--- config.mk ---
export PLATFORM = sky130hd
export DESIGN_NAME = osc_select_config
export DESIGN_NICKNAME = d
export VERILOG_FILES = /design/src/hdl/osc_select_pkg.sv /design/src/hdl/cfg_load_if.sv /design/src/hdl/osc_cfg_latch.sv /design/src/hdl/osc_select_config.sv
export SDC_FILE = /design/constraint.sdc
export NUM_CORES = 1
export LEC_CHECK = 0
export BUFFER_PORTS_ARGS = -buffer_cell sky130_fd_sc_hd__buf_2
export CORE_MARGIN = 5
export CORE_UTILIZATION = 41
export CTS_CLUSTER_DIAMETER = 30
export DETAILED_ROUTE_END_ITERATION = 16
export PLACE_DENSITY = 0.77
export SYNTH_ARGS = -nofsm -noshare
export SYNTH_HDL_FRONTEND = slang
export SYNTH_SLANG_ARGS = --single-unit
--- constraint.sdc ---
create_clock -name aclk -period 1.64 [get_ports aclk]
set_input_delay 0.164 -clock aclk [delete_from_list [all_inputs] [get_ports aclk]]
set_output_delay 0.164 -clock aclk [all_outputs]
set_load 0.005 [all_outputs]
--- src/hdl/osc_select_pkg.sv ---
// Function
// - Switchover bit one with select 010, 011 or 100 starts on internal clock, then switches external; zero disables.
// - Slow RC power bit one gives high power accuracy; zero low power.
// - Secondary source bit one drives crystal pins; zero takes digital clock input.
// - Select 000 fast RC, 001 divided fast RC PLL, 010 primary, 011 primary PLL.
// - Select 100 picks secondary oscillator, 101 picks slow internal RC.
// - Select 110 picks low-power fast RC divided, 111 picks 8 MHz divided.
// - Bits four and three of the configuration byte always read zero.
package osc_select_pkg;
  localparam logic [7:0] CFG_OFFSET = 8'h00;
  localparam logic [7:0] STATUS_OFFSET = 8'h04;
  localparam logic [7:0] CTRL_OFFSET = 8'h08;
  localparam int BIT_TWO_SPEED = 7;
  localparam int BIT_SLOW_RC_PWR = 6;
  localparam int BIT_SEC_SRC = 5;
  localparam logic [7:0] CFG_RESET = 8'he7;
  localparam logic [7:0] CFG_IMPL_MASK = 8'he7;
  localparam int SWITCH_TIME_NS = 1000;
  localparam int CLK_PERIOD_NS = 20;
  localparam int SWITCH_CYCLES = (SWITCH_TIME_NS + CLK_PERIOD_NS - 1) / CLK_PERIOD_NS;
  localparam logic [1:0] RESP_OKAY = 2'b00;
  localparam logic [1:0] RESP_SLVERR = 2'b10;
  typedef enum logic [2:0] {
    SRC_FAST_RC, SRC_FAST_RC_DIV_PLL, SRC_PRIMARY, SRC_PRIMARY_PLL,
    SRC_SECONDARY, SRC_SLOW_RC, SRC_LP_FAST_RC_DIV, SRC_FAST_RC_DIV
  } osc_src_type;
endpackage

--- src/hdl/cfg_load_if.sv ---
`timescale 1ns/10ps
`default_nettype none
interface cfg_load_if;
  logic load;
  logic [7:0] data;
  modport src (output load, output data);
  modport dst (input load, input data);
endinterface
`default_nettype wire

--- src/hdl/osc_cfg_latch.sv ---
`timescale 1ns/10ps
`default_nettype none
module osc_cfg_latch (
  input wire logic aclk,
  input wire logic aresetn,
  input wire logic [7:0] nv_cfg_byte,
  cfg_load_if.src load_port
);
  import osc_select_pkg::*;
  logic [7:0] data_q;
  logic load_q;
  // Strap is caught by a clocked process while reset is held.
  always_ff @(posedge aclk) begin
    if (!aresetn) begin
      data_q <= nv_cfg_byte & CFG_IMPL_MASK;
      load_q <= 1'b1;
    end else begin
      load_q <= 1'b0;
    end
  end
  assign load_port.load = load_q;
  assign load_port.data = data_q;
endmodule
`default_nettype wire

--- src/hdl/osc_select_config.sv ---
// The register addresses and the AXI4-Lite slave port were decided locally.
`timescale 1ns/10ps
`default_nettype none
module osc_select_config #(
  parameter int SWITCH_CYCLES_P = osc_select_pkg::SWITCH_CYCLES
) (
  input wire logic aclk,
  input wire logic aresetn,
  input wire logic [7:0] nv_cfg_byte,
  input wire logic ext_clk_ready,
  input wire logic [31:0] s_axi_awaddr,
  input wire logic s_axi_awvalid,
  output logic s_axi_awready,
  input wire logic [31:0] s_axi_wdata,
  input wire logic [3:0] s_axi_wstrb,
  input wire logic s_axi_wvalid,
  output logic s_axi_wready,
  output logic [1:0] s_axi_bresp,
  output logic s_axi_bvalid,
  input wire logic s_axi_bready,
  input wire logic [31:0] s_axi_araddr,
  input wire logic s_axi_arvalid,
  output logic s_axi_arready,
  output logic [31:0] s_axi_rdata,
  output logic [1:0] s_axi_rresp,
  output logic s_axi_rvalid,
  input wire logic s_axi_rready,
  output logic [2:0] active_osc_sel,
  output logic slow_rc_high_power,
  output logic sec_osc_crystal_en,
  output logic secondary_digital_clk_in_en,
  output logic core_reset_n
);
  import osc_select_pkg::*;

  // ****************************************
  // Configuration capture
  // ****************************************
  // The latch hands the strap over once, on the first edge after reset.
  cfg_load_if cfg_bus();
  osc_cfg_latch u_latch (
    .aclk(aclk),
    .aresetn(aresetn),
    .nv_cfg_byte(nv_cfg_byte),
    .load_port(cfg_bus)
  );

  logic [7:0] cfg_q;
  logic [2:0] active_q;
  logic two_speed_q;
  logic [15:0] wait_q;
  logic core_rst_q;
  logic [7:0] ctrl_q;
  wire [2:0] initial_osc_sel = cfg_q[2:0];
  wire two_speed_startup_en = cfg_q[BIT_TWO_SPEED];

  always_ff @(posedge aclk) begin
    if (!aresetn) begin
      cfg_q <= CFG_RESET;
    end else if (cfg_bus.load) begin
      cfg_q <= cfg_bus.data;
    end
  end

  // ****************************************
  // Clock source sequencing
  // ****************************************
  // Two-speed start runs the fast RC until the external source is ready and the minimum dwell is done.
  wire ext_src = (initial_osc_sel == SRC_PRIMARY) || (initial_osc_sel == SRC_PRIMARY_PLL) ||
                 (initial_osc_sel == SRC_SECONDARY);
  wire use_two_speed = two_speed_startup_en && ext_src;
  // The dwell counter stops once the wait is done, so it cannot wrap.
  wire wait_done = (wait_q >= 16'(SWITCH_CYCLES_P));
  // The switch needs both the ready pin and the minimum dwell on the fast RC.
  wire switch_now = two_speed_q && ext_clk_ready && wait_done;

  always_ff @(posedge aclk) begin
    if (!aresetn || cfg_bus.load) begin
      active_q <= SRC_FAST_RC;
      two_speed_q <= 1'b0;
      wait_q <= 16'h0000;
      core_rst_q <= 1'b0;
    end else if (!core_rst_q) begin
      // Core leaves reset only once the chosen source is applied.
      active_q <= use_two_speed ? 3'(SRC_FAST_RC) : initial_osc_sel;
      two_speed_q <= use_two_speed;
      core_rst_q <= 1'b1;
    end else if (switch_now) begin
      active_q <= initial_osc_sel;
      two_speed_q <= 1'b0;
    end else if (two_speed_q && !wait_done) begin
      wait_q <= wait_q + 16'h0001;
    end
  end

  assign active_osc_sel = active_q;
  assign slow_rc_high_power = cfg_q[BIT_SLOW_RC_PWR];
  assign sec_osc_crystal_en = cfg_q[BIT_SEC_SRC];
  assign secondary_digital_clk_in_en = ~cfg_q[BIT_SEC_SRC];
  assign core_reset_n = core_rst_q;

  // ****************************************
  // AXI4-Lite slave
  // ****************************************
  logic aw_q, w_q, bv_q, rv_q;
  logic [7:0] awa_q;
  logic [31:0] wd_q, rd_q;
  logic [3:0] ws_q;
  logic [1:0] br_q, rr_q;

  assign s_axi_awready = !aw_q && !bv_q;
  assign s_axi_wready = !w_q && !bv_q;
  assign s_axi_arready = !rv_q;
  wire do_write = aw_q && w_q && !bv_q;
  wire wr_ctrl = (awa_q == CTRL_OFFSET);
  wire wr_ro = (awa_q == CFG_OFFSET) || (awa_q == STATUS_OFFSET);
  // Only the low address byte selects a word; the higher bits must be zero.
  wire [7:0] ara = s_axi_araddr[7:0];
  wire ar_hi_ok = (s_axi_araddr[31:8] == 24'h000000);
  // Status word: active source, core released and two-speed start in progress.
  wire [31:0] status_word = {23'h0, two_speed_q, core_rst_q, 4'h0, active_q};
  wire [31:0] cfg_word = {24'h000000, cfg_q & CFG_IMPL_MASK};
  wire [31:0] rd_sel;
  wire rd_ok;
  assign rd_ok = ar_hi_ok && ((ara == CFG_OFFSET) || (ara == STATUS_OFFSET) ||
                              (ara == CTRL_OFFSET));
  // Reads outside the three words answer an error with zero data.
  assign rd_sel = !rd_ok ? 32'h00000000 :
                  (ara == CFG_OFFSET) ? cfg_word :
                  (ara == STATUS_OFFSET) ? status_word : {24'h000000, ctrl_q};

  // ****************************************
  // Write address and data capture
  // ****************************************
  // Address and data are held apart, so the master may offer them in either order.
  wire aw_take = s_axi_awvalid && s_axi_awready;
  wire w_take = s_axi_wvalid && s_axi_wready;
  wire b_done = bv_q && s_axi_bready;
  wire aw_in_range = (s_axi_awaddr[31:8] == 24'h000000);

  always_ff @(posedge aclk) begin
    if (!aresetn) begin
      aw_q <= 1'b0;
      awa_q <= 8'h00;
    end else if (aw_take) begin
      aw_q <= 1'b1;
      awa_q <= aw_in_range ? s_axi_awaddr[7:0] : 8'hff;
    end else if (do_write) begin
      aw_q <= 1'b0;
    end
  end

  always_ff @(posedge aclk) begin
    if (!aresetn) begin
      w_q <= 1'b0;
      wd_q <= 32'h00000000;
      ws_q <= 4'h0;
    end else if (w_take) begin
      w_q <= 1'b1;
      wd_q <= s_axi_wdata;
      ws_q <= s_axi_wstrb;
    end else if (do_write) begin
      w_q <= 1'b0;
    end
  end

  // ****************************************
  // Write response and scratch register
  // ****************************************
  // Writes to the read-only words are acknowledged and dropped.
  wire [1:0] wr_resp = (wr_ctrl || wr_ro) ? RESP_OKAY : RESP_SLVERR;
  wire ctrl_we = do_write && wr_ctrl && ws_q[0];

  always_ff @(posedge aclk) begin
    if (!aresetn) begin
      bv_q <= 1'b0;
      br_q <= RESP_OKAY;
    end else if (do_write) begin
      bv_q <= 1'b1;
      br_q <= wr_resp;
    end else if (b_done) begin
      bv_q <= 1'b0;
    end
  end

  always_ff @(posedge aclk) begin
    if (!aresetn) begin
      ctrl_q <= 8'h00;
    end else if (ctrl_we) begin
      ctrl_q <= wd_q[7:0];
    end
  end

  // ****************************************
  // Read channel
  // ****************************************
  // The read word is chosen when the address is taken and held until accepted.
  wire ar_take = s_axi_arvalid && s_axi_arready;
  wire r_done = rv_q && s_axi_rready;

  always_ff @(posedge aclk) begin
    if (!aresetn) begin
      rv_q <= 1'b0;
      rd_q <= 32'h00000000;
      rr_q <= RESP_OKAY;
    end else if (ar_take) begin
      rv_q <= 1'b1;
      rd_q <= rd_sel;
      rr_q <= rd_ok ? RESP_OKAY : RESP_SLVERR;
    end else if (r_done) begin
      rv_q <= 1'b0;
    end
  end

  // ****************************************
  // Bus outputs
  // ****************************************
  assign s_axi_bvalid = bv_q;
  assign s_axi_bresp = br_q;
  assign s_axi_rvalid = rv_q;
  assign s_axi_rdata = rd_q;
  assign s_axi_rresp = rr_q;
endmodule
`default_nettype wire

# Word level (Yosys, flattened, before mapping)
# Cells that the tools add are included.
# totals
wordCells	88
output_inout_bits	48
inputBits	116
reg_bits	99
# op_classes
n_reduce_logical	38
n_bitwise	2
addsub	1
n_eq_ne	8
muxes	20
order_cmp	1
# ops
op	n
24-bit zero test	2
9-bit two-way mux	3
16-bit by 1-bit adder with 16-bit output, second input constant	1
8-bit by 3-bit == test with 1-bit output, second input constant	2
8-bit by 4-bit == test with 1-bit output, second input constant	2
16-bit by 6-bit greater-or-equal comparator with 1-bit output, second input constant	1
1-bit logical AND	16
8-bit zero test	2
1-bit two-way mux	11
3-bit two-way mux	3
8-bit two-way mux	1
2-bit nonzero test	4
1-bit logical OR	7
3-bit by 2-bit == test with 1-bit output, second input constant	2
1-bit zero test	6
2-bit two-way mux	2
3-bit == test, second input constant	1
3-bit AND reduction	1
2-bit by 1-bit inequality test with 1-bit output, second input constant	1
1-bit NOT	2

# Logic depth before layout (Yosys ltp)
# Gate-level depths: netlist of run 1.
# logic_depth
depth_word	6
ltp_mapped	6
ltp_nobuf	6

# Cells and area by module
# From an unflattened synthesis of run 1, not the netlist that was laid out.
# unflattened
hier_cells	353
hier_area_um2	3246.9
# by_module_without_submodules
module	area_each_um2	n_inst	seq_area_each_um2	cells_each
osc_select_config	3024.2	1	1341.3	342
osc_cfg_latch	222.7	1	200.2	11

# Worst setup path before layout of run 1
# OpenSTA, ideal clock, no wires.
# synth_timing
path_kind	reg2reg
startpoint	register wait_q[0]
endpoint	register active_q[0], in the netlist active_osc_sel[0]
n_path_buf	0
required_time_ns	1.568
arrival_ns	1.643
stages_incl_launch_ff	7
path_slack_ns	-0.075
period_less_slack_ns	1.715
setup_ns	0.072
path_cell_list	dfxtp_1 > inv_1 > ha_1 > nor4_1 > o21ai_1 > o31ai_1 > mux2i_1
# synth_between
elab_chain_len	3
# synth_lines
element	line_no	rtl
start: declaration	osc_select_config.sv:51	logic [15:0] wait_q;
start signal: assignment	osc_select_config.sv:92	wait_q <= wait_q + 16'h0001;
16-bit by 6-bit greater-or-equal comparator with 1-bit output	osc_select_config.sv:73	wire wait_done = (wait_q >= 16'(SWITCH_CYCLES_P));
1-bit logical AND	osc_select_config.sv:75	wire switch_now = two_speed_q && ext_clk_ready && wait_done;
2-bit by 1-bit inequality test with 1-bit output (no source line)	--	
end signal: assignment	osc_select_config.sv:85	active_q <= use_two_speed ? 3'(SRC_FAST_RC) : initial_osc_sel;
end signal: assignment	osc_select_config.sv:89	active_q <= initial_osc_sel;
end: declaration	osc_select_config.sv:49	logic [2:0] active_q;
# Every way passes these cells.
# A chain may end at the register's enable or synchronous reset.

# Worst setup path in the final report of run 1
# layout_timing
startpoint	register wait_q[0]
endpoint	register wait_q[0]
# layout_between
elab_chain_len	4
word_cells_on_any_way	7
# layout_lines
element	line_no
16-bit by 6-bit greater-or-equal comparator with 1-bit output	osc_select_config.sv:73
1-bit zero test / 1-bit logical AND (equally long branches)	osc_select_config.sv:91, osc_select_config.sv:75
1-bit logical AND / 1-bit NOT (equally long branches)	--
3-bit AND reduction (no source line)	--
# Several ways; a longest one is shown, not always the timed one.

==> results of run 1 <==
-- registers in the layout, indices dropped and copies added (netlist names), 3 cells and up --
signal / cells
wait_q: 16
s_axi_rdata: 9
awa_q: 8
ctrl_q: 8
wd_q: 8
cfg_q: 6
u_latch.load_port.data: 6
active_osc_sel: 3
-- layer usage --
metal / global-route usage [%] / vias to the layer above
met4: 6.07 / 0
met5: 0 / -
met3: 4.31 / 6
met1: 17.8 / 1259
met2: 26.8 / 100
li1: - / 1398
-- cells by family (layout without fill, tap and decap cells) --
logic type,count (synthesis),after routing,share of synthesized area (%)
buf+inv,51,163,9.09
mux,28,28,9.05
fa+ha+maj,2,2,0.797
simple gates,130,130,21.2
compound gates,57,57,10.7
other cells,1,25,0.119
flops,74,74,49.1
-- power breakdown --
group	switching, mW	internal [mW]
sequential	0.0478	1.90
combinational	0.191	0.189
clock	0.640	0.739
-- metrics by stage --
stage | hold slack, ps | cells | worst slack [ps] | TNS (ps) | utilization [%]
global placement | 343 | 559 | 43.8 | 0 | 50.1
finish | 51.6 | 581 | -43.3 | -43.3 | 54.5
detailed placement | 343 | 559 | -15.5 | -15.5 | 50.1
floorplan | 263 | 367 | 2.97 | 0 | -
CTS | 1.80 | 580 | 1.59 | 0 | 53.5
global route | 36.6 | 581 | -93.5 | -504 | 54.5
-- worst min-delay path by stage --
stage | from | endpoint | slack [ps]
after floorplan | nv_cfg_byte[0] | u_latch.load_port.data[0]$_DFFE_PN_ | 260
after global placement | nv_cfg_byte[7] | u_latch.load_port.data[7]$_DFFE_PN_ | 340
after detailed placement | nv_cfg_byte[7] | u_latch.load_port.data[7]$_DFFE_PN_ | 340
after CTS | nv_cfg_byte[6] | u_latch.load_port.data[6]$_DFFE_PN_ | 2
after global routing | s_axi_awaddr[5] | awa_q[5]$_SDFFE_PN0P_ | 40
final | s_axi_awaddr[1] | awa_q[1]$_SDFFE_PN0P_ | 50
-- worst max-delay path, stage by stage, from the launching register on --
cell     delay (ps)
dfxtp_2         350
inv_2            50
ha_4            150
nor4_4          210
o21ai_2         110
or3_4           440
buf_6           130
mux2i_1         150
-- cells in the final DEF, fill, tap and decap left out, types with 5 or more instances in the layout --
cell           synthesis  routed
clkbuf_8               0      10
o21ai_0               12      12
inv_1                 15      14
nor4_1                16      13
dlygate4sd3_1          0       6
and2_1                11      11
nor2_1                17      17
conb_1                 1      25
dfxtp_1               68      66
nand3_1                5       5
nand2_1               53      53
edfxtp_1               6       6
buf_4                 25      12
o21ai_1                7       6
a21oi_1               23      23
nand2b_1              11      11
mux2i_1               25      25
buf_2                  0     109
-- layout make-up --
class / instances / area share (%)
well taps: 102 / 3.08
inverters: 17 / 1.54
repair buffers: 130 / 17.6
clock inverters: 5 / 1.33
flip-flops and latches: 74 / 37.2
multi-input cells: 242 / 35.8
clock buffers: 11 / 3.41
-- what timing repair did --
item                                    4_1_cts  5_1_grt
resized for setup                             2       14
hold endpoints to repair                      5        1
hold buffers                                  5        1
pin swaps                                     0        4
endpoints found under the setup margin        2       10
==> out/metrics.cfg, run 1 <==
[setup_path]
crit_path_end_kind = flip-flop
worst_r2r_endpoint = wait_q[0]$_SDFFE_PN0P_
criticalPathCategory = flip-flop to flip-flop
worstPathRequired_ps = 1900
reg2reg_from = wait_q[0]$_SDFFE_PN0P_
arrival_ps = 1950
crit_path_end = wait_q[0]$_SDFFE_PN0P_
startpoint_type = flip-flop
rrSetupSlack_ps = -40
critPathMaxFanout = 3
cp-startpoint = wait_q[0]$_SDFFE_PN0P_
r2r_cells = 7

[detailed_routing]
route.met2.wl_mm = 3.77
wl_met3_um = 498
dr.pass1.iters = 4
totalWireLength_mm = 7.41
antenna_left = 0
wl_per_cell_um = 12.7
vias = 2763
drc = 0
dr.max_layer_used = met4
viasPerCell = 4.76
drt-met1-wl_mm = 3.07
drt_first_iter_violations = 102

[synth]
synth_top_area_share_pct = 43.4
yosysMostFrequentCell = dfxtp_1
syn-cell-area_um2 = 3140
yosysSeqAreaShare_pct = 49.1
synth_enable_flop_cells = 6
synth_top_area_cell = dfxtp_1
ys_warn_count = 0
postSynthCellCount = 343
ys.flop_type = dfxtp_1
synth.distinct_cells = 38
netlist_top_cells_area = dfxtp_1 43%, mux2i_1 8.0%, nand2_1 6.3%
postSynthAreaPerCell_um2 = 9.15
synthArstFlopShare_pct = 0
synthTopCellsByCount = 68 x dfxtp_1, 53 x nand2_1, 25 x buf_4, 25 x mux2i_1, 23 x a21oi_1
synth-seq-cells = 74

[sta]
fin_crit_ps = 1680
max_freq_ghz = 0.594
slew_violations = 0
rsz0062_at_grt = true
fin_ws_ps = -43.3
finalSetupViolations = 1
tightest_slew_ps = 677
final.setup_skew_ps = 13.4
hold_viol = 0
fin_crit_sh_pct = 103
relSlewSlack_pct = 54.8

[placed_design]
post_dp_cell_area_um2 = 3810
place_congestion = 0.856
place_hpwl_mm = 5.73
port_buffers = 109

[min_path]
min_path_type = input port to flip-flop
min_delay_path_depth = 3

[cts]
insertion_delay_ps = 340
cts_buffers = 9
cts_setup_buffers = 0
h-tree-depth = 3
cts_tree = built
cts_root_buffer = clkbuf_8
cts_max_path_buffers = 2
cts.sinks = 74
cts.clk_slew.worst_paths_ps = 80

[die]
core_area_um2 = 7610
dieWidth_um = 97.5
die_y_um = 97.5
rows = 32
start_util_pct = 41.3
io_pins = 164
die_area_um2 = 9510

[pwr]
total_power_mw = 3.70
leakage_nw = 1.93
power-per-cell-area_nw_per_um2 = 893
ir_drop_mv = 0.516

[layout]
diodes = 0
area_growth_pct = 32.0
drive_above_1_share_pct = 32.8
seqCellArea_um2 = 1540
nets = 592
fillCellCount = 710
fin_area_um2 = 4150
multi_input_area_um2 = 1480

[global_route]
grt_first_pass_wirelength_mm = 12.1
grt_max_degree = 29
antenna_found_initial = 0
gr-total-overflow = 0
grt_pass1_vias = 2802
grt_usage_pct = 15.4

[flow_run]
max_cap_violations = 0

[run_status]
status = finished, violations left
violations = negative setup slack

(Power assumes the default switching activity.)
==> inputs of run 2 (changes only) <==
--- a/config.mk
+++ b/config.mk
@@ -10,7 +10,9 @@
 export CORE_UTILIZATION = 41
 export CTS_CLUSTER_DIAMETER = 30
 export DETAILED_ROUTE_END_ITERATION = 16
+export GPL_TIMING_DRIVEN = 0
 export PLACE_DENSITY = 0.77
+export SLEW_MARGIN = 15
 export SYNTH_ARGS = -nofsm -noshare
 export SYNTH_HDL_FRONTEND = slang
 export SYNTH_SLANG_ARGS = --single-unit
==> run 2 against run 1 <==
  * First-iteration DRC count grew 16%
  * Clock power decreased by 14%
  * Critical path depth fell by 3
  * Via count increased by 1.8%
  * Wire length grew 2.4%
  * The run now ends clean
  * Sequential power barely moved
  * Clock skew fell by 4.8 ps
  * Register-to-register slack better by 80 ps
  * Total power is 4.3% lower
  * Largest power group unchanged
  * Highest routed layer unchanged
==> out/metrics.cfg, run 2 (synthesis results as in run 1) <==
[detailed_routing]
drt_first_iter_violations = 118  ; +16%
wl_per_cell_um = 12.6  ; -1.3%
dr.max_layer_used = met4
drt-met1-wl_mm = 3.20  ; +4.4%
totalWireLength_mm = 7.58  ; +2.4%
viasPerCell = 4.66  ; -1.9%
vias = 2812  ; +1.8%
route.met2.wl_mm = 3.71  ; -1.5%
dr.pass1.iters = 4  ; unchanged
wl_met3_um = 488  ; -2.0%
drc = 0  ; unchanged
antenna_left = 0  ; unchanged

[pwr]
p_switching_uw = 891  ; +1.3%
total_power_mw = 3.54  ; -4.3%
pwr-share-seq_pct = 55.0  ; +2.5 points
power.internal_mw = 2.65  ; -6.1%
power-per-cell-area_nw_per_um2 = 830  ; -7.1%
leakage_nw = 2.01  ; +4.1%
ir_drop_mv = 0.571  ; +11%
comb_power_share_pct = 11.6  ; +1.4 points
pwr-share-clk_pct = 33.4  ; -3.9 points
switching_share_pct = 25.1  ; +1.4 points

[setup_path]
worstPathRequired_ps = 1880  ; -20 ps
crit_path_end = wait_q[1]$_SDFFE_PN0P_
criticalPathCategory = flip-flop to flip-flop
rrSetupSlack_ps = 40  ; +80 ps
critPathMaxFanout = 7  ; +4
cp-startpoint = wait_q[11]$_SDFFE_PN0P_
startpoint_type = flip-flop
crit_path_end_kind = flip-flop
reg2reg_from = wait_q[11]$_SDFFE_PN0P_
arrival_ps = 1840  ; -110 ps
r2r_cells = 4  ; -3
worst_r2r_endpoint = wait_q[1]$_SDFFE_PN0P_

[cts]
cts_max_path_buffers = 2  ; unchanged
cts_root_buffer = clkbuf_8
cts_buffers = 9  ; unchanged
cts.clk_slew.worst_paths_ps = 70  ; about the same
cts_tree = built
cts.sinks = 74  ; unchanged
h-tree-depth = 3  ; unchanged
insertion_delay_ps = 330  ; about the same

[global_route]
grt_pass1_vias = 2774  ; -1.0%
grt_max_degree = 17  ; -41%
antenna_found_initial = 0  ; unchanged
grt_first_pass_wirelength_mm = 12.4  ; +3.3%
gr-total-overflow = 0  ; unchanged
grt_usage_pct = 15.9  ; +0.51 points

[die]
core_area_um2 = 7610  ; unchanged
io_pins = 164  ; unchanged
die_area_um2 = 9510  ; unchanged
die_y_um = 97.5  ; unchanged
dieWidth_um = 97.5  ; unchanged
rows = 32  ; unchanged
start_util_pct = 41.3  ; unchanged

[sta]
finalSetupTns_ps = 0  ; +43.3 ps
max_freq_ghz = 0.623  ; +4.9%
finalSetupViolations = 0  ; -1
tightest_slew_ps = 775  ; +97.3 ps
slew_violations = 0  ; unchanged
relSlewSlack_pct = 48.4  ; -6.5 points
fin_crit_sh_pct = 97.8  ; -4.8 points
final.setup_skew_ps = 8.64  ; -4.78 ps
fin_crit_ps = 1600  ; -79.3 ps
hold_viol = 0  ; unchanged
rsz0062_at_grt = true

[layout]
layout_common_cells = 108 x buf_2, 64 x dfxtp_1, 52 x nand2_1, 30 x buf_4
area_growth_pct = 36.0
nets = 614  ; +3.7%
layout_commonest_cell = buf_2
largest-register = wait_q
diodes = 0  ; unchanged
largest_reg_flops = 16  ; unchanged
drive_above_1_share_pct = 35.7  ; +3.0 points

[placed_design]
place_hpwl_mm = 5.84  ; +2.0%
place_congestion = 0.789  ; -7.9%
port_buffers = 108  ; -0.92%

[run_status]
status = complete, no violations

[flow_run]
max_cap_violations = 0  ; unchanged

[min_path]
min-delay-start = s_axi_awaddr[4]
min_path_type = input port to flip-flop

==> run 2: changes by cell type in the layout (fill, tap and decap cells not counted), moves of 3 or more <==
cell | before | now
clkinv_2 | 2 | 6
buf_4 | 12 | 30
clkbuf_1 | 1 | 8
buf_6 | 3 | 0
==> run 2: layout make-up <==
class                      count  area [µm²]
buffer                        33         219
clock buffer                  10         128
clock inverter                 6        33.8
fill                         711        3340
inverter                      17        65.1
multi-input combinational    242        1510
sequential                    74        1550
tap                          102         128
timing repair buffer         119         638
==> run 2: metrics by stage <==
stage	setup WS [ps]	cells	hold WS, ps	util [%]	cell area, µm²
6_report	36.1	603	56.6	56.1	4270
5_1_grt	-43.6	603	43.1	56.1	4270
4_1_cts	-37.5	600	5.00	55.4	4210
3_5_place_dp	-349	577	343	51.5	3920
3_3_place_gp	-261	577	343	51.5	3920
2_1_floorplan	2.97	367	263	-	3250
==> run 2: how the worst min path moves through the flow <==
stage	endpoint	slack (ps)	depth (start not counted)
global placement	u_latch.load_port.data[7]$_DFFE_PN_	340	1
finish	awa_q[4]$_SDFFE_PN0P_	60	3
detailed placement	u_latch.load_port.data[2]$_DFFE_PN_	340	1
CTS	u_latch.load_port.data[6]$_DFFE_PN_	5	1
global route	awa_q[6]$_SDFFE_PN0P_	40	3
floorplan	u_latch.load_port.data[0]$_DFFE_PN_	260	0
==> run 2: worst max-delay path, cell delays in order, from the launching register on <==
cell	delay, ps
dfxtp_1	310
nor4_1	320
nand2_2	200
or3_4	460
o31ai_1	220
==> run 2: repair_timing <==
| action | in CTS | in global routing |
|---|---|---|
| pin swaps | 6 | 3 |
| endpoints found under the setup margin | 37 | 31 |
| hold buffers | 4 | 2 |
| setup buffers | 4 | 1 |
| gates resized for setup | 15 | 9 |
| hold endpoints to repair | 4 | 2 |
==> run 2: routing by layer <==
| layer | up-vias | track usage, % |
|---|---|---|
| met4 | 0 | 5.64 |
| met3 | 18 | 5.10 |
| li1 | 1448 | - |
| met1 | 1255 | 19.0 |
| met5 | - | 0 |
| met2 | 91 | 26.8 |
==> run 2: power by group through the flow <==
stage               clock (mW)  combinational [mW]  sequential (mW)
floorplan                    0               0.226             1.97
global placement             0               0.388             1.98
detailed placement           0               0.398             1.99
CTS                       1.21               0.408             1.95
global route              1.29               0.468             1.96
finish                    1.18               0.412             1.95
